### src/core/ouis_pkg.sv
/*
 * Package for the octal serial interrupt scanner: register layouts, reset values,
 * scan positions and character-time figures.
 * Assumes a single 125 MHz clock domain.
 */
package ouis_pkg;
    localparam int          NUM_LINES        = 8;
    localparam int          SCAN_W           = 4;
    localparam logic [3:0]  SCAN_FIRST_TX    = 4'h8;
    localparam logic [3:0]  SCAN_RESET       = 4'h0;
    // interrupt summary register
    localparam int          ISR_REQ_BIT      = 7;
    localparam int          ISR_LINE_LSB     = 1;
    localparam int          ISR_DIR_BIT      = 0;
    localparam logic [7:0]  ISR_RESET        = 8'h00;
    // modem change summary register
    localparam int          MCS_VALID_BIT    = 7;
    localparam logic [7:0]  MCS_RESET        = 8'h00;
    // register selects on the plain port
    localparam logic [2:0]  ADDR_INT_SUMMARY = 3'h0;
    localparam logic [2:0]  ADDR_MDM_SUMMARY = 3'h1;
    // character time: start + data + parity + stop, in half bit periods
    localparam logic [4:0]  CHAR_HALF_START  = 5'h02;
    localparam int          TX_EMPTY_CHARS   = 2;
    localparam int          BIT_CNT_W        = 16;
    localparam int          CHAR_CNT_W       = 24;
endpackage

### src/core/ouis_char_timer.sv
/*
 * Character timer: after the last holding-register load, counts up to two
 * character times and then flags the transmitter as completely empty.
 * Assumes bit period in clocks is supplied by the baud logic outside.
 */
`timescale 1ns/1ps
module ouis_char_timer
    import ouis_pkg::*;
(
    input  wire logic                 clk,
    input  wire logic                 rst_b,
    input  wire logic                 thr_load,
    input  wire logic                 holding_empty,
    input  wire logic [BIT_CNT_W-1:0] bit_period,
    input  wire logic [1:0]           data_bits_sel,
    input  wire logic                 parity_en,
    input  wire logic [1:0]           stop_sel,
    output logic                      all_empty
);
    logic [CHAR_CNT_W-1:0] remain_r;
    logic [CHAR_CNT_W-1:0] char_len;
    logic [4:0]            half_bits;
    logic [4:0]            stop_half;
    logic [CHAR_CNT_W-1:0] half_period;

    // stop 0:1 bit, 1:1.5 bits, 2 or 3:2 bits, counted in halves
    always_comb begin
        stop_half = (stop_sel == 2'h0) ? 5'h02 : ((stop_sel == 2'h1) ? 5'h03 : 5'h04);
        half_bits = CHAR_HALF_START + 5'((5 + 32'(data_bits_sel)) * 2)
                    + (parity_en ? 5'h02 : 5'h00) + stop_half;
        half_period = CHAR_CNT_W'(bit_period[BIT_CNT_W-1:1]);
        char_len    = CHAR_CNT_W'(half_period * CHAR_CNT_W'(half_bits));
    end

    // a fresh load restarts the full two-character wait
    always_ff @(posedge clk) begin
        if (!rst_b) begin
            remain_r <= '0;
        end else if (thr_load) begin
            remain_r <= CHAR_CNT_W'(char_len * CHAR_CNT_W'(TX_EMPTY_CHARS));
        end else if (remain_r != '0) begin
            remain_r <= remain_r - CHAR_CNT_W'(1);
        end
    end

    always_ff @(posedge clk) begin
        if (!rst_b) begin
            all_empty <= 1'b1;
        end else begin
            all_empty <= holding_empty && (remain_r == '0) && !thr_load;
        end
    end

    chk_empty_after_load: assert property (@(posedge clk) disable iff (!rst_b)
        thr_load |=> !all_empty) else $error("tx_all_empty set right after a load");
endmodule // ouis_char_timer

### src/core/ouis_scanner.sv
/*
 * Interrupt scanner of an eight-line serial controller with modem change summary.
 * Assumes per-line flags and service strobes come synchronous from the line logic;
 * registers reached over a plain port, read data one cycle after the read strobe.
 */
// Functional notes
// - modem change summary bits clear only where software writes a one.
// - low four summary bits show a free counter, valid only with bit 7 set.
// - reset holds change logic cleared; afterwards input changes are recorded.
// - 4-bit scan: positions 0-7 receivers, 8-15 transmitters of lines 0-7.
// - a pending condition stops the scanner and pulls the request low.
// - while stopped and unserviced no other request is posted.
// - receiver condition: ready with rx enable, or change with both enables.
// - transmitter condition: holding empty with tx enable.
// - on stop show line number, direction pin, and update interrupt summary.
// - receive-ready released by buffer read or rx enable cleared.
// - modem change released by clearing either enable or the change flag.
// - transmitter released by holding load or tx enable cleared.
// - after a receiver stop scanning resumes from the position after the stop.
// - after a transmitter stop scanning restarts from position 0.
// - tx_all_empty only after holding and serializer empty, up to two chars.
// - character time is start, data, optional parity and stop bits.
// - summary: bit 7 request, 6-4 zero, 3-1 line, bit 0 transmitter.
`timescale 1ns/1ps
module ouis_scanner
    import ouis_pkg::*;
(
    input  wire logic                 clk,
    input  wire logic                 rst_b,
    input  wire logic [NUM_LINES-1:0] rx_char_ready,
    input  wire logic [NUM_LINES-1:0] rx_int_enable,
    input  wire logic [NUM_LINES-1:0] modem_change_int_enable,
    input  wire logic [NUM_LINES-1:0] tx_holding_empty,
    input  wire logic [NUM_LINES-1:0] tx_int_enable,
    input  wire logic [NUM_LINES-1:0] rx_buf_read,
    input  wire logic [NUM_LINES-1:0] tx_hold_write,
    input  wire logic [NUM_LINES-1:0] dsr_in,
    input  wire logic [NUM_LINES-1:0] dcd_in,
    input  wire logic [BIT_CNT_W-1:0] bit_period,
    input  wire logic [1:0]           data_bits_sel,
    input  wire logic                 parity_en,
    input  wire logic [1:0]           stop_sel,
    input  wire logic [2:0]           reg_addr,
    input  wire logic [7:0]           reg_wdata,
    input  wire logic                 reg_wr,
    input  wire logic                 reg_rd,
    output logic [7:0]                reg_rdata,
    output logic                      irq_b,
    output logic [2:0]                interrupting_line_number,
    output logic                      int_source_is_tx,
    output logic [NUM_LINES-1:0]      line_status_changed,
    output logic [NUM_LINES-1:0]      tx_all_empty
);
    typedef enum logic [1:0] {
        OUIS_SCAN  = 2'b00,
        OUIS_RX_CHAR_READY = 2'b01,
        OUIS_MDM   = 2'b10,
        OUIS_TX    = 2'b11
    } ouis_state_t;

    ouis_state_t          state_r;
    logic [SCAN_W-1:0]    pos_r;
    logic [3:0]           free_cnt_r;
    logic [NUM_LINES-1:0] dsr_r;
    logic [NUM_LINES-1:0] dcd_r;
    logic                 mdm_armed_r;
    logic [7:0]           int_sum_r;
    logic [NUM_LINES-1:0] rx_rdy_cond;
    logic [NUM_LINES-1:0] mdm_cond;
    logic [NUM_LINES-1:0] tx_cond;
    logic [NUM_LINES-1:0] chg_evt;
    logic [NUM_LINES-1:0] mcs_clr;
    logic [2:0]           line;
    logic                 hit_rx_rdy;
    logic                 hit_mdm;
    logic                 hit_tx;
    logic                 released;

    genvar gi;
    generate
        for (gi = 0; gi < NUM_LINES; gi++) begin : g_line
            assign rx_rdy_cond[gi] = rx_char_ready[gi] && rx_int_enable[gi];
            assign mdm_cond[gi]    = line_status_changed[gi] && rx_int_enable[gi]
                                     && modem_change_int_enable[gi];
            assign tx_cond[gi]     = tx_holding_empty[gi] && tx_int_enable[gi];
            assign chg_evt[gi]     = mdm_armed_r && ((dsr_in[gi] != dsr_r[gi]) || (dcd_in[gi] != dcd_r[gi]));
            assign mcs_clr[gi]     = reg_wr && (reg_addr == ADDR_MDM_SUMMARY)
                                     && reg_wdata[gi];

            // a change in the clearing cycle survives: set beats clear
            always_ff @(posedge clk) begin
                if (!rst_b) begin
                    line_status_changed[gi] <= 1'b0;
                end else if (chg_evt[gi]) begin
                    line_status_changed[gi] <= 1'b1;
                end else if (mcs_clr[gi]) begin
                    line_status_changed[gi] <= 1'b0;
                end
            end

            // per-line checks, so every line's flag is covered, not only line 0
            chk_w1c_clear: assert property (@(posedge clk) disable iff (!rst_b)
                (mcs_clr[gi] && !chg_evt[gi]) |=> !line_status_changed[gi])
                else $error("write one did not clear change bit");
            chk_zero_keeps: assert property (@(posedge clk) disable iff (!rst_b)
                (line_status_changed[gi] && !mcs_clr[gi]) |=> line_status_changed[gi])
                else $error("change bit lost without write one");
            chk_change_sets: assert property (@(posedge clk) disable iff (!rst_b)
                chg_evt[gi] |=> line_status_changed[gi])
                else $error("modem input change not recorded");

            ouis_char_timer u_timer (
                .clk           (clk),
                .rst_b         (rst_b),
                .thr_load      (tx_hold_write[gi]),
                .holding_empty (tx_holding_empty[gi]),
                .bit_period    (bit_period),
                .data_bits_sel (data_bits_sel),
                .parity_en     (parity_en),
                .stop_sel      (stop_sel),
                .all_empty     (tx_all_empty[gi])
            );
        end
    endgenerate

    // first cycle after reset only samples the lines, so no false change
    always_ff @(posedge clk) begin
        if (!rst_b) begin
            mdm_armed_r <= 1'b0;
            dsr_r       <= '0;
            dcd_r       <= '0;
        end else begin
            mdm_armed_r <= 1'b1;
            dsr_r       <= dsr_in;
            dcd_r       <= dcd_in;
        end
    end

    always_ff @(posedge clk) begin
        if (!rst_b) begin
            free_cnt_r <= 4'h0;
        end else begin
            free_cnt_r <= free_cnt_r + 4'h1;
        end
    end

    assign line       = pos_r[2:0];
    assign hit_rx_rdy = !pos_r[3] && rx_rdy_cond[line];
    assign hit_mdm    = !pos_r[3] && mdm_cond[line];
    assign hit_tx     = pos_r[3] && tx_cond[line];

    // release: an enable was cleared or the service strobe came; a modem stop releases once its condition goes away
    always_comb begin
        case (state_r)
            OUIS_RX_CHAR_READY: released = rx_buf_read[line] || !rx_int_enable[line];
            OUIS_MDM:   released = !mdm_cond[line];
            OUIS_TX:    released = tx_hold_write[line] || !tx_int_enable[line];
            default:    released = 1'b0;
        endcase
    end

    always_ff @(posedge clk) begin
        if (!rst_b) begin
            state_r <= OUIS_SCAN;
            pos_r   <= SCAN_RESET;
        end else begin
            case (state_r)
                OUIS_SCAN: begin
                    if (hit_rx_rdy) begin
                        state_r <= OUIS_RX_CHAR_READY;
                    end else if (hit_mdm) begin
                        state_r <= OUIS_MDM;
                    end else if (hit_tx) begin
                        state_r <= OUIS_TX;
                    end else begin
                        pos_r <= pos_r + 4'h1;
                    end
                end
                OUIS_RX_CHAR_READY, OUIS_MDM: begin
                    if (released) begin
                        state_r <= OUIS_SCAN;
                        pos_r   <= pos_r + 4'h1;
                    end
                end
                OUIS_TX: begin
                    if (released) begin
                        state_r <= OUIS_SCAN;
                        pos_r   <= SCAN_RESET;
                    end
                end
                default: begin
                    state_r <= OUIS_SCAN;
                end
            endcase
        end
    end

    // request pins track the stop state, held until release
    always_ff @(posedge clk) begin
        if (!rst_b) begin
            irq_b                    <= 1'b1;
            interrupting_line_number <= 3'h0;
            int_source_is_tx         <= 1'b0;
            int_sum_r                <= ISR_RESET;
        end else if (state_r == OUIS_SCAN && (hit_rx_rdy || hit_mdm || hit_tx)) begin
            irq_b                    <= 1'b0;
            interrupting_line_number <= line;
            int_source_is_tx         <= pos_r[3];
            int_sum_r                <= {1'b1, 3'h0, line, pos_r[3]};
        end else if (state_r != OUIS_SCAN && released) begin
            irq_b                    <= 1'b1;
            int_sum_r[ISR_REQ_BIT]   <= 1'b0;
        end
    end

    always_ff @(posedge clk) begin
        if (!rst_b) begin
            reg_rdata <= 8'h00;
        end else if (reg_rd) begin
            case (reg_addr)
                ADDR_INT_SUMMARY: reg_rdata <= int_sum_r;
                ADDR_MDM_SUMMARY: reg_rdata <= {|line_status_changed, 3'h0, free_cnt_r};
                default:          reg_rdata <= 8'h00;
            endcase
        end else begin
            reg_rdata <= 8'h00;
        end
    end

    chk_stop_holds_irq: assert property (@(posedge clk) disable iff (!rst_b)
        (state_r != OUIS_SCAN && !released) |=> (!irq_b && $stable(interrupting_line_number)))
        else $error("request moved while stopped");
    chk_stop_drives_irq: assert property (@(posedge clk) disable iff (!rst_b)
        (state_r == OUIS_SCAN && hit_rx_rdy) |=> (!irq_b && !int_source_is_tx && $stable(pos_r)))
        else $error("receiver hit did not stop scanner");
    chk_tx_restart_zero: assert property (@(posedge clk) disable iff (!rst_b)
        (state_r == OUIS_TX && released) |=> (pos_r == 4'h0 && irq_b))
        else $error("transmitter release not back to position 0");
    chk_rx_resume_next: assert property (@(posedge clk) disable iff (!rst_b)
        (state_r == OUIS_RX_CHAR_READY && released) |=> (pos_r == $past(pos_r) + 4'h1))
        else $error("receiver release not resuming sequentially");
    chk_scan_step: assert property (@(posedge clk) disable iff (!rst_b)
        (state_r == OUIS_SCAN && !hit_rx_rdy && !hit_mdm && !hit_tx) |=> pos_r == $past(pos_r) + 4'h1)
        else $error("idle scanner did not step");
    chk_summary_match: assert property (@(posedge clk) disable iff (!rst_b)
        !irq_b |-> (int_sum_r[7:4] == 4'h8 && int_sum_r[3:1] == interrupting_line_number
                    && int_sum_r[0] == int_source_is_tx))
        else $error("summary register disagrees with pins");
    chk_quiet_after_reset: assert property (@(posedge clk) disable iff (!rst_b)
        !mdm_armed_r |=> line_status_changed == 8'h00)
        else $error("change recorded in first cycle after reset");
    chk_free_count: assert property (@(posedge clk) disable iff (!rst_b)
        1'b1 |=> free_cnt_r == $past(free_cnt_r) + 4'h1)
        else $error("free counter did not step");

    // register port answers
    chk_rdata_idle: assert property (@(posedge clk) disable iff (!rst_b)
        !reg_rd |=> reg_rdata == 8'h00)
        else $error("read data not zero outside a read");
    chk_mdm_read: assert property (@(posedge clk) disable iff (!rst_b)
        (reg_rd && reg_addr == ADDR_MDM_SUMMARY) |=> (reg_rdata[6:4] == 3'h0
            && reg_rdata[MCS_VALID_BIT] == ($past(line_status_changed) != 8'h00)))
        else $error("modem summary read wrong");
    chk_rdata_int: assert property (@(posedge clk) disable iff (!rst_b)
        (reg_rd && reg_addr == ADDR_INT_SUMMARY) |=> reg_rdata == $past(int_sum_r))
        else $error("interrupt summary read wrong");

    // stop, release and resume
    chk_irq_tracks_stop: assert property (@(posedge clk) disable iff (!rst_b)
        irq_b == (state_r == OUIS_SCAN))
        else $error("request pin and scanner state disagree");
    chk_stop_keeps_pos: assert property (@(posedge clk) disable iff (!rst_b)
        (state_r != OUIS_SCAN && !released) |=> $stable(pos_r))
        else $error("scanner moved while stopped");
    chk_mdm_stop: assert property (@(posedge clk) disable iff (!rst_b)
        (state_r == OUIS_SCAN && !hit_rx_rdy && hit_mdm) |=> (state_r == OUIS_MDM && !irq_b))
        else $error("modem change did not stop scanner");
    chk_line_reported: assert property (@(posedge clk) disable iff (!rst_b)
        (state_r == OUIS_SCAN && (hit_rx_rdy || hit_mdm || hit_tx))
            |=> (interrupting_line_number == $past(line) && int_sum_r[3:1] == $past(line)))
        else $error("stop line not reported");
    chk_rx_release: assert property (@(posedge clk) disable iff (!rst_b)
        (state_r == OUIS_RX_CHAR_READY && rx_buf_read[line]) |=> (irq_b && state_r == OUIS_SCAN))
        else $error("buffer read did not release request");
    chk_mdm_release: assert property (@(posedge clk) disable iff (!rst_b)
        (state_r == OUIS_MDM && !mdm_cond[line]) |=> (irq_b && state_r == OUIS_SCAN))
        else $error("modem condition gone but request held");
    chk_tx_release: assert property (@(posedge clk) disable iff (!rst_b)
        (state_r == OUIS_TX && tx_hold_write[line]) |=> (irq_b && pos_r == SCAN_RESET))
        else $error("holding load did not release request");
    chk_mdm_resume_next: assert property (@(posedge clk) disable iff (!rst_b)
        (state_r == OUIS_MDM && released) |=> (pos_r == $past(pos_r) + 4'h1))
        else $error("modem release not resuming sequentially");
    chk_summary_clear: assert property (@(posedge clk) disable iff (!rst_b)
        (state_r != OUIS_SCAN && released) |=> !int_sum_r[ISR_REQ_BIT])
        else $error("summary request bit kept after release");
    chk_tx_pin_dir: assert property (@(posedge clk) disable iff (!rst_b)
        (state_r == OUIS_SCAN && hit_tx) |=> (int_source_is_tx && !irq_b))
        else $error("transmitter stop without direction pin");

    cov_rx_stop: cover property (@(posedge clk) disable iff (!rst_b) state_r == OUIS_RX_CHAR_READY && released);
    cov_mdm_stop: cover property (@(posedge clk) disable iff (!rst_b) state_r == OUIS_MDM && released);
    cov_tx_stop: cover property (@(posedge clk) disable iff (!rst_b) state_r == OUIS_TX && released);
    cov_wrap: cover property (@(posedge clk) disable iff (!rst_b) pos_r == 4'hF ##1 pos_r == 4'h0);
    cov_rx_chain: cover property (@(posedge clk) disable iff (!rst_b)
        (state_r == OUIS_RX_CHAR_READY && released) ##2 state_r == OUIS_RX_CHAR_READY);
endmodule // ouis_scanner
### config.mk
export PLATFORM = sky130hd
export DESIGN_NAME = ouis_scanner
export DESIGN_NICKNAME = d
export VERILOG_FILES = /design/src/core/ouis_pkg.sv /design/src/core/ouis_char_timer.sv /design/src/core/ouis_scanner.sv
export SDC_FILE = /design/constraint.sdc
export NUM_CORES = 1
export LEC_CHECK = 0
export BUFFER_PORTS_ARGS = -buffer_cell sky130_fd_sc_hd__buf_2
export CAP_MARGIN = 30
export CORE_MARGIN = 1.5
export CORE_UTILIZATION = 58
export DETAILED_ROUTE_END_ITERATION = 7
export PLACE_DENSITY = 0.78
export SYNTH_ARGS = -nofsm -noshare
export SYNTH_HDL_FRONTEND = slang
export SYNTH_SLANG_ARGS = --single-unit
### constraint.sdc
create_clock -name clk -period 6.8 [get_ports clk]
set_clock_uncertainty 0.15 [all_clocks]
set_input_delay 1.02 -clock clk [delete_from_list [all_inputs] [get_ports clk]]
set_output_delay 1.02 -clock clk [all_outputs]
set_load 0.02 [all_outputs]
==> impl_metrics.ini <==
[floorplan]
fp.dieH_um = 165
rows = 59
die_w_um = 165
io-pin-count = 137
core_area_um2 = 26000
die-area_um2 = 27400
initial_core_util = 0.589

[critical_path]
path_buf_inv = 7
path_max_fanout = 6
reg2regPathDepth = 9
cp.required_ns = 7.03
r2r_slack_ns = 3.53
cp_top_family = adder cells
cp.arrival_ns = 6.58
setup.worst_path.start = data_bits_sel[0]
crit_slowest_cell = fa_1
setup.worst_path.end = g_line[4].u_timer.remain_r[19]$_SDFFE_PN0P_
crit_chain = buf_2 -> inv_1 -> fa_1 -> inv_1 -> ha_1 -> a21o_1 -> a21oi_1 -> xnor2_1 -> buf_4 -> and2_1 -> fa_1 -> fa_1 -> inv_1 -> fa_1 -> inv_1 -> ha_1 -> or4_1 -> o21ai_0 -> a21oi_1 -> a21oi_1 -> a221o_1 -> xor2_1 -> buf_4 -> a21oi_1
rr_endpoint = g_line[1].u_timer.remain_r[19]$_SDFFE_PN0P_
rr_startpoint = g_line[1].u_timer.remain_r[0]$_SDFFE_PP0P_
worst-path-stages = 24
slowest_delay_ns = 0.53
criticalPathCategory = in -> reg
startpoint_type = input pin
critPathCaptureType = register

[grt]
grtUsageTotal = 0.287
grt_pass1_wl_um = 62900
overflow = 0
grt_pass1_vias = 12900
grt_max_degree = 58
antenna_found_initial = 0

[timing]
fin_crit_sh = 0.934
max_freq_mhz = 158
finalSetupViolCount = 0
worst_slew_pin_slew_ns = 0.974
final_max_slew_viol_count = 0
rsz0062_at_grt = no
fin_ws_ns = 0.452
fin_crit_ns = 6.35
hold_viol_final = 0
max_slew_margin = 0.349
setup_tns_ns = 0

[routing]
drc_errors = 0
num_vias = 13800
routed_wl_um = 39500
drt_iter0_drc = 992
drt.antenna.violating_nets = 0
routedWlPerCell_um = 16.9
vias_per_cell = 5.90
dr.pass1.iters = 5

[synth]
synth_area_um2 = 15300
synth-seq-cells = 246
synth_cell_types = 81
async_flop_share = 0
ys_warn_count = 0
ys_top_cells_by_area = dfxtp_1, nor2_1, xor2_1
ys_top_cells_by_count = dfxtp_1, nor2_1, nand2_1
syn_avg_cell_area_um2 = 8.17
synthFlopType = dfxtp_1
synth_edf_count = 0
synth_top_area_share = 0.322
yosys.cell_count.top_type = dfxtp_1
syn_inst = 1874
ys_seq_area_frac = 0.322
yosys.area.top_type = dfxtp_1

[clock_network]
clk_latency_ns = 0.54
cts.repair.resized = 0
cts_buffer_depth = 3
cts_buffers = 26
cts_setup_buffers = 0
cts-root-buf = clkbuf_16
cts_tree = built
cts_max_level = 1
cts.hold.buffers_added = 0
cts_num_sinks = 246
path_clk_slew_ns = 0.06

[final_layout]
area_growth_pct = 12.1
utilization = 0.661
n_antenna_cell = 0
nNetsFinal = 2178
layout-drive-gt1-share = 0.129
final_area_um2 = 17200

[run_status]
run_status = finished clean

[placement]
io_buffer_count = 132
place.gp.congestion = 0.835
hpwl_um = 27400
pre_cts_slack_ns = -0.162
place_area_um2 = 16300

[power_and_ir_drop]
power_uw = 8070
p_per_area_nw_per_um2 = 470
ir_worst_vdd_uv = 535
leakagePower_uw = 0.00734

[run]
drv_cap = 0

[hold_path]
hold_class = reg -> reg
metrics by stage:
| step | hold slack [ns] | std cells |
|---|---|---|
| 3_5_place_dp | 0.308 | 2288 |
| 3_3_place_gp | 0.297 | 2288 |
| 5_1_grt | 0.353 | 2335 |
| 4_1_cts | 0.321 | 2335 |
| 6_report | 0.330 | 2335 |
| 2_1_floorplan | 0.279 | 1876 |
metal layers:
metal,vias to the layer above,part of all wire,track usage
met4,0,0.030,0.0970
li1,6743,-,-
met3,84,0.061,0.0327
met1,6519,0.42,0.354
met2,425,0.48,0.515
met5,-,0,0
cells in the final DEF, fill, tap and decap left out, types with 81 or more instances in the layout:
cell type and instances:
inv_1 97, xor2_1 95, buf_2 132, dfxtp_1 246, nor2_1 224, nor3_1 100
and2_1 81, a21oi_1 120, nand2_1 136, xnor2_1 86
state kept, by name, summed over array words and instances, names as in the netlist:
name	flops
dsr_r	8
free_cnt_r	4
g_line.u_timer.remain_r	192
line_status_changed	8
g_line.u_timer.all_empty	8
reg_rdata	5
interrupting_line_number	3
state_r	2
int_sum_r	2
mdm_armed_r	1
pos_r	4
dcd_r	8
irq_b	1
worst min-delay path by stage:
stage	to	startpoint	slack [ns]	cells past startpoint
finish	free_cnt_r[0]$_SDFF_PN0_	free_cnt_r[0]$_SDFF_PN0_	0.33	1
CTS	free_cnt_r[0]$_SDFF_PN0_	free_cnt_r[0]$_SDFF_PN0_	0.32	1
global route	int_sum_r[7]$_SDFFE_PN0P_	int_sum_r[7]$_SDFFE_PN0P_	0.35	2
floorplan	free_cnt_r[0]$_SDFF_PN0_	free_cnt_r[0]$_SDFF_PN0_	0.28	1
detailed placement	free_cnt_r[0]$_SDFF_PN0_	free_cnt_r[0]$_SDFF_PN0_	0.31	1
global placement	free_cnt_r[0]$_SDFF_PN0_	free_cnt_r[0]$_SDFF_PN0_	0.30	1
where the power goes:
| part | leakage (uW) | switching, uW | total, uW | internal (uW) |
|---|---|---|---|---|
| logic | 0.00489 | 2660 | 4470 | 1810 |
| registers | 0.00203 | 371 | 2190 | 1820 |
| clock network | 0.000417 | 597 | 1410 | 816 |
| total | 0.00734 | 3630 | 8070 | 4440 |
worst register-to-register path, stage by stage (launching register included):
cell     delay (ns)
dfxtp_1        0.33
inv_1          0.10
ha_1           0.18
or3b_1         0.41
nor4_1         0.74
nand4_1        0.57
nand3_2        0.30
nor4_1         0.07
o31ai_1        0.21
a21oi_1        0.06
area by class of cell:
| class | count | area, um^2 |
|---|---|---|
| timing repair buffer | 182 | 1050 |
| tap | 335 | 419 |
| clock buffer | 36 | 718 |
| inverter | 99 | 374 |
| multi-input combinational | 1426 | 9570 |
| clock inverter | 11 | 120 |
| sequential | 246 | 4920 |
| fill | 2198 | 8810 |
cell families after synthesis:
kind of cell | Yosys count | share of synthesized area
and+or+nand+nor | 784 | 0.266
AOI/OAI and AO/OA | 343 | 0.144
DFF | 246 | 0.322
buffers and inverters | 204 | 0.0547
xor gates and xnor gates | 182 | 0.104
adders and majority gates | 89 | 0.0923
muxes | 25 | 0.0166
other | 1 | 0.000245
(Power assumes the default switching activity.)
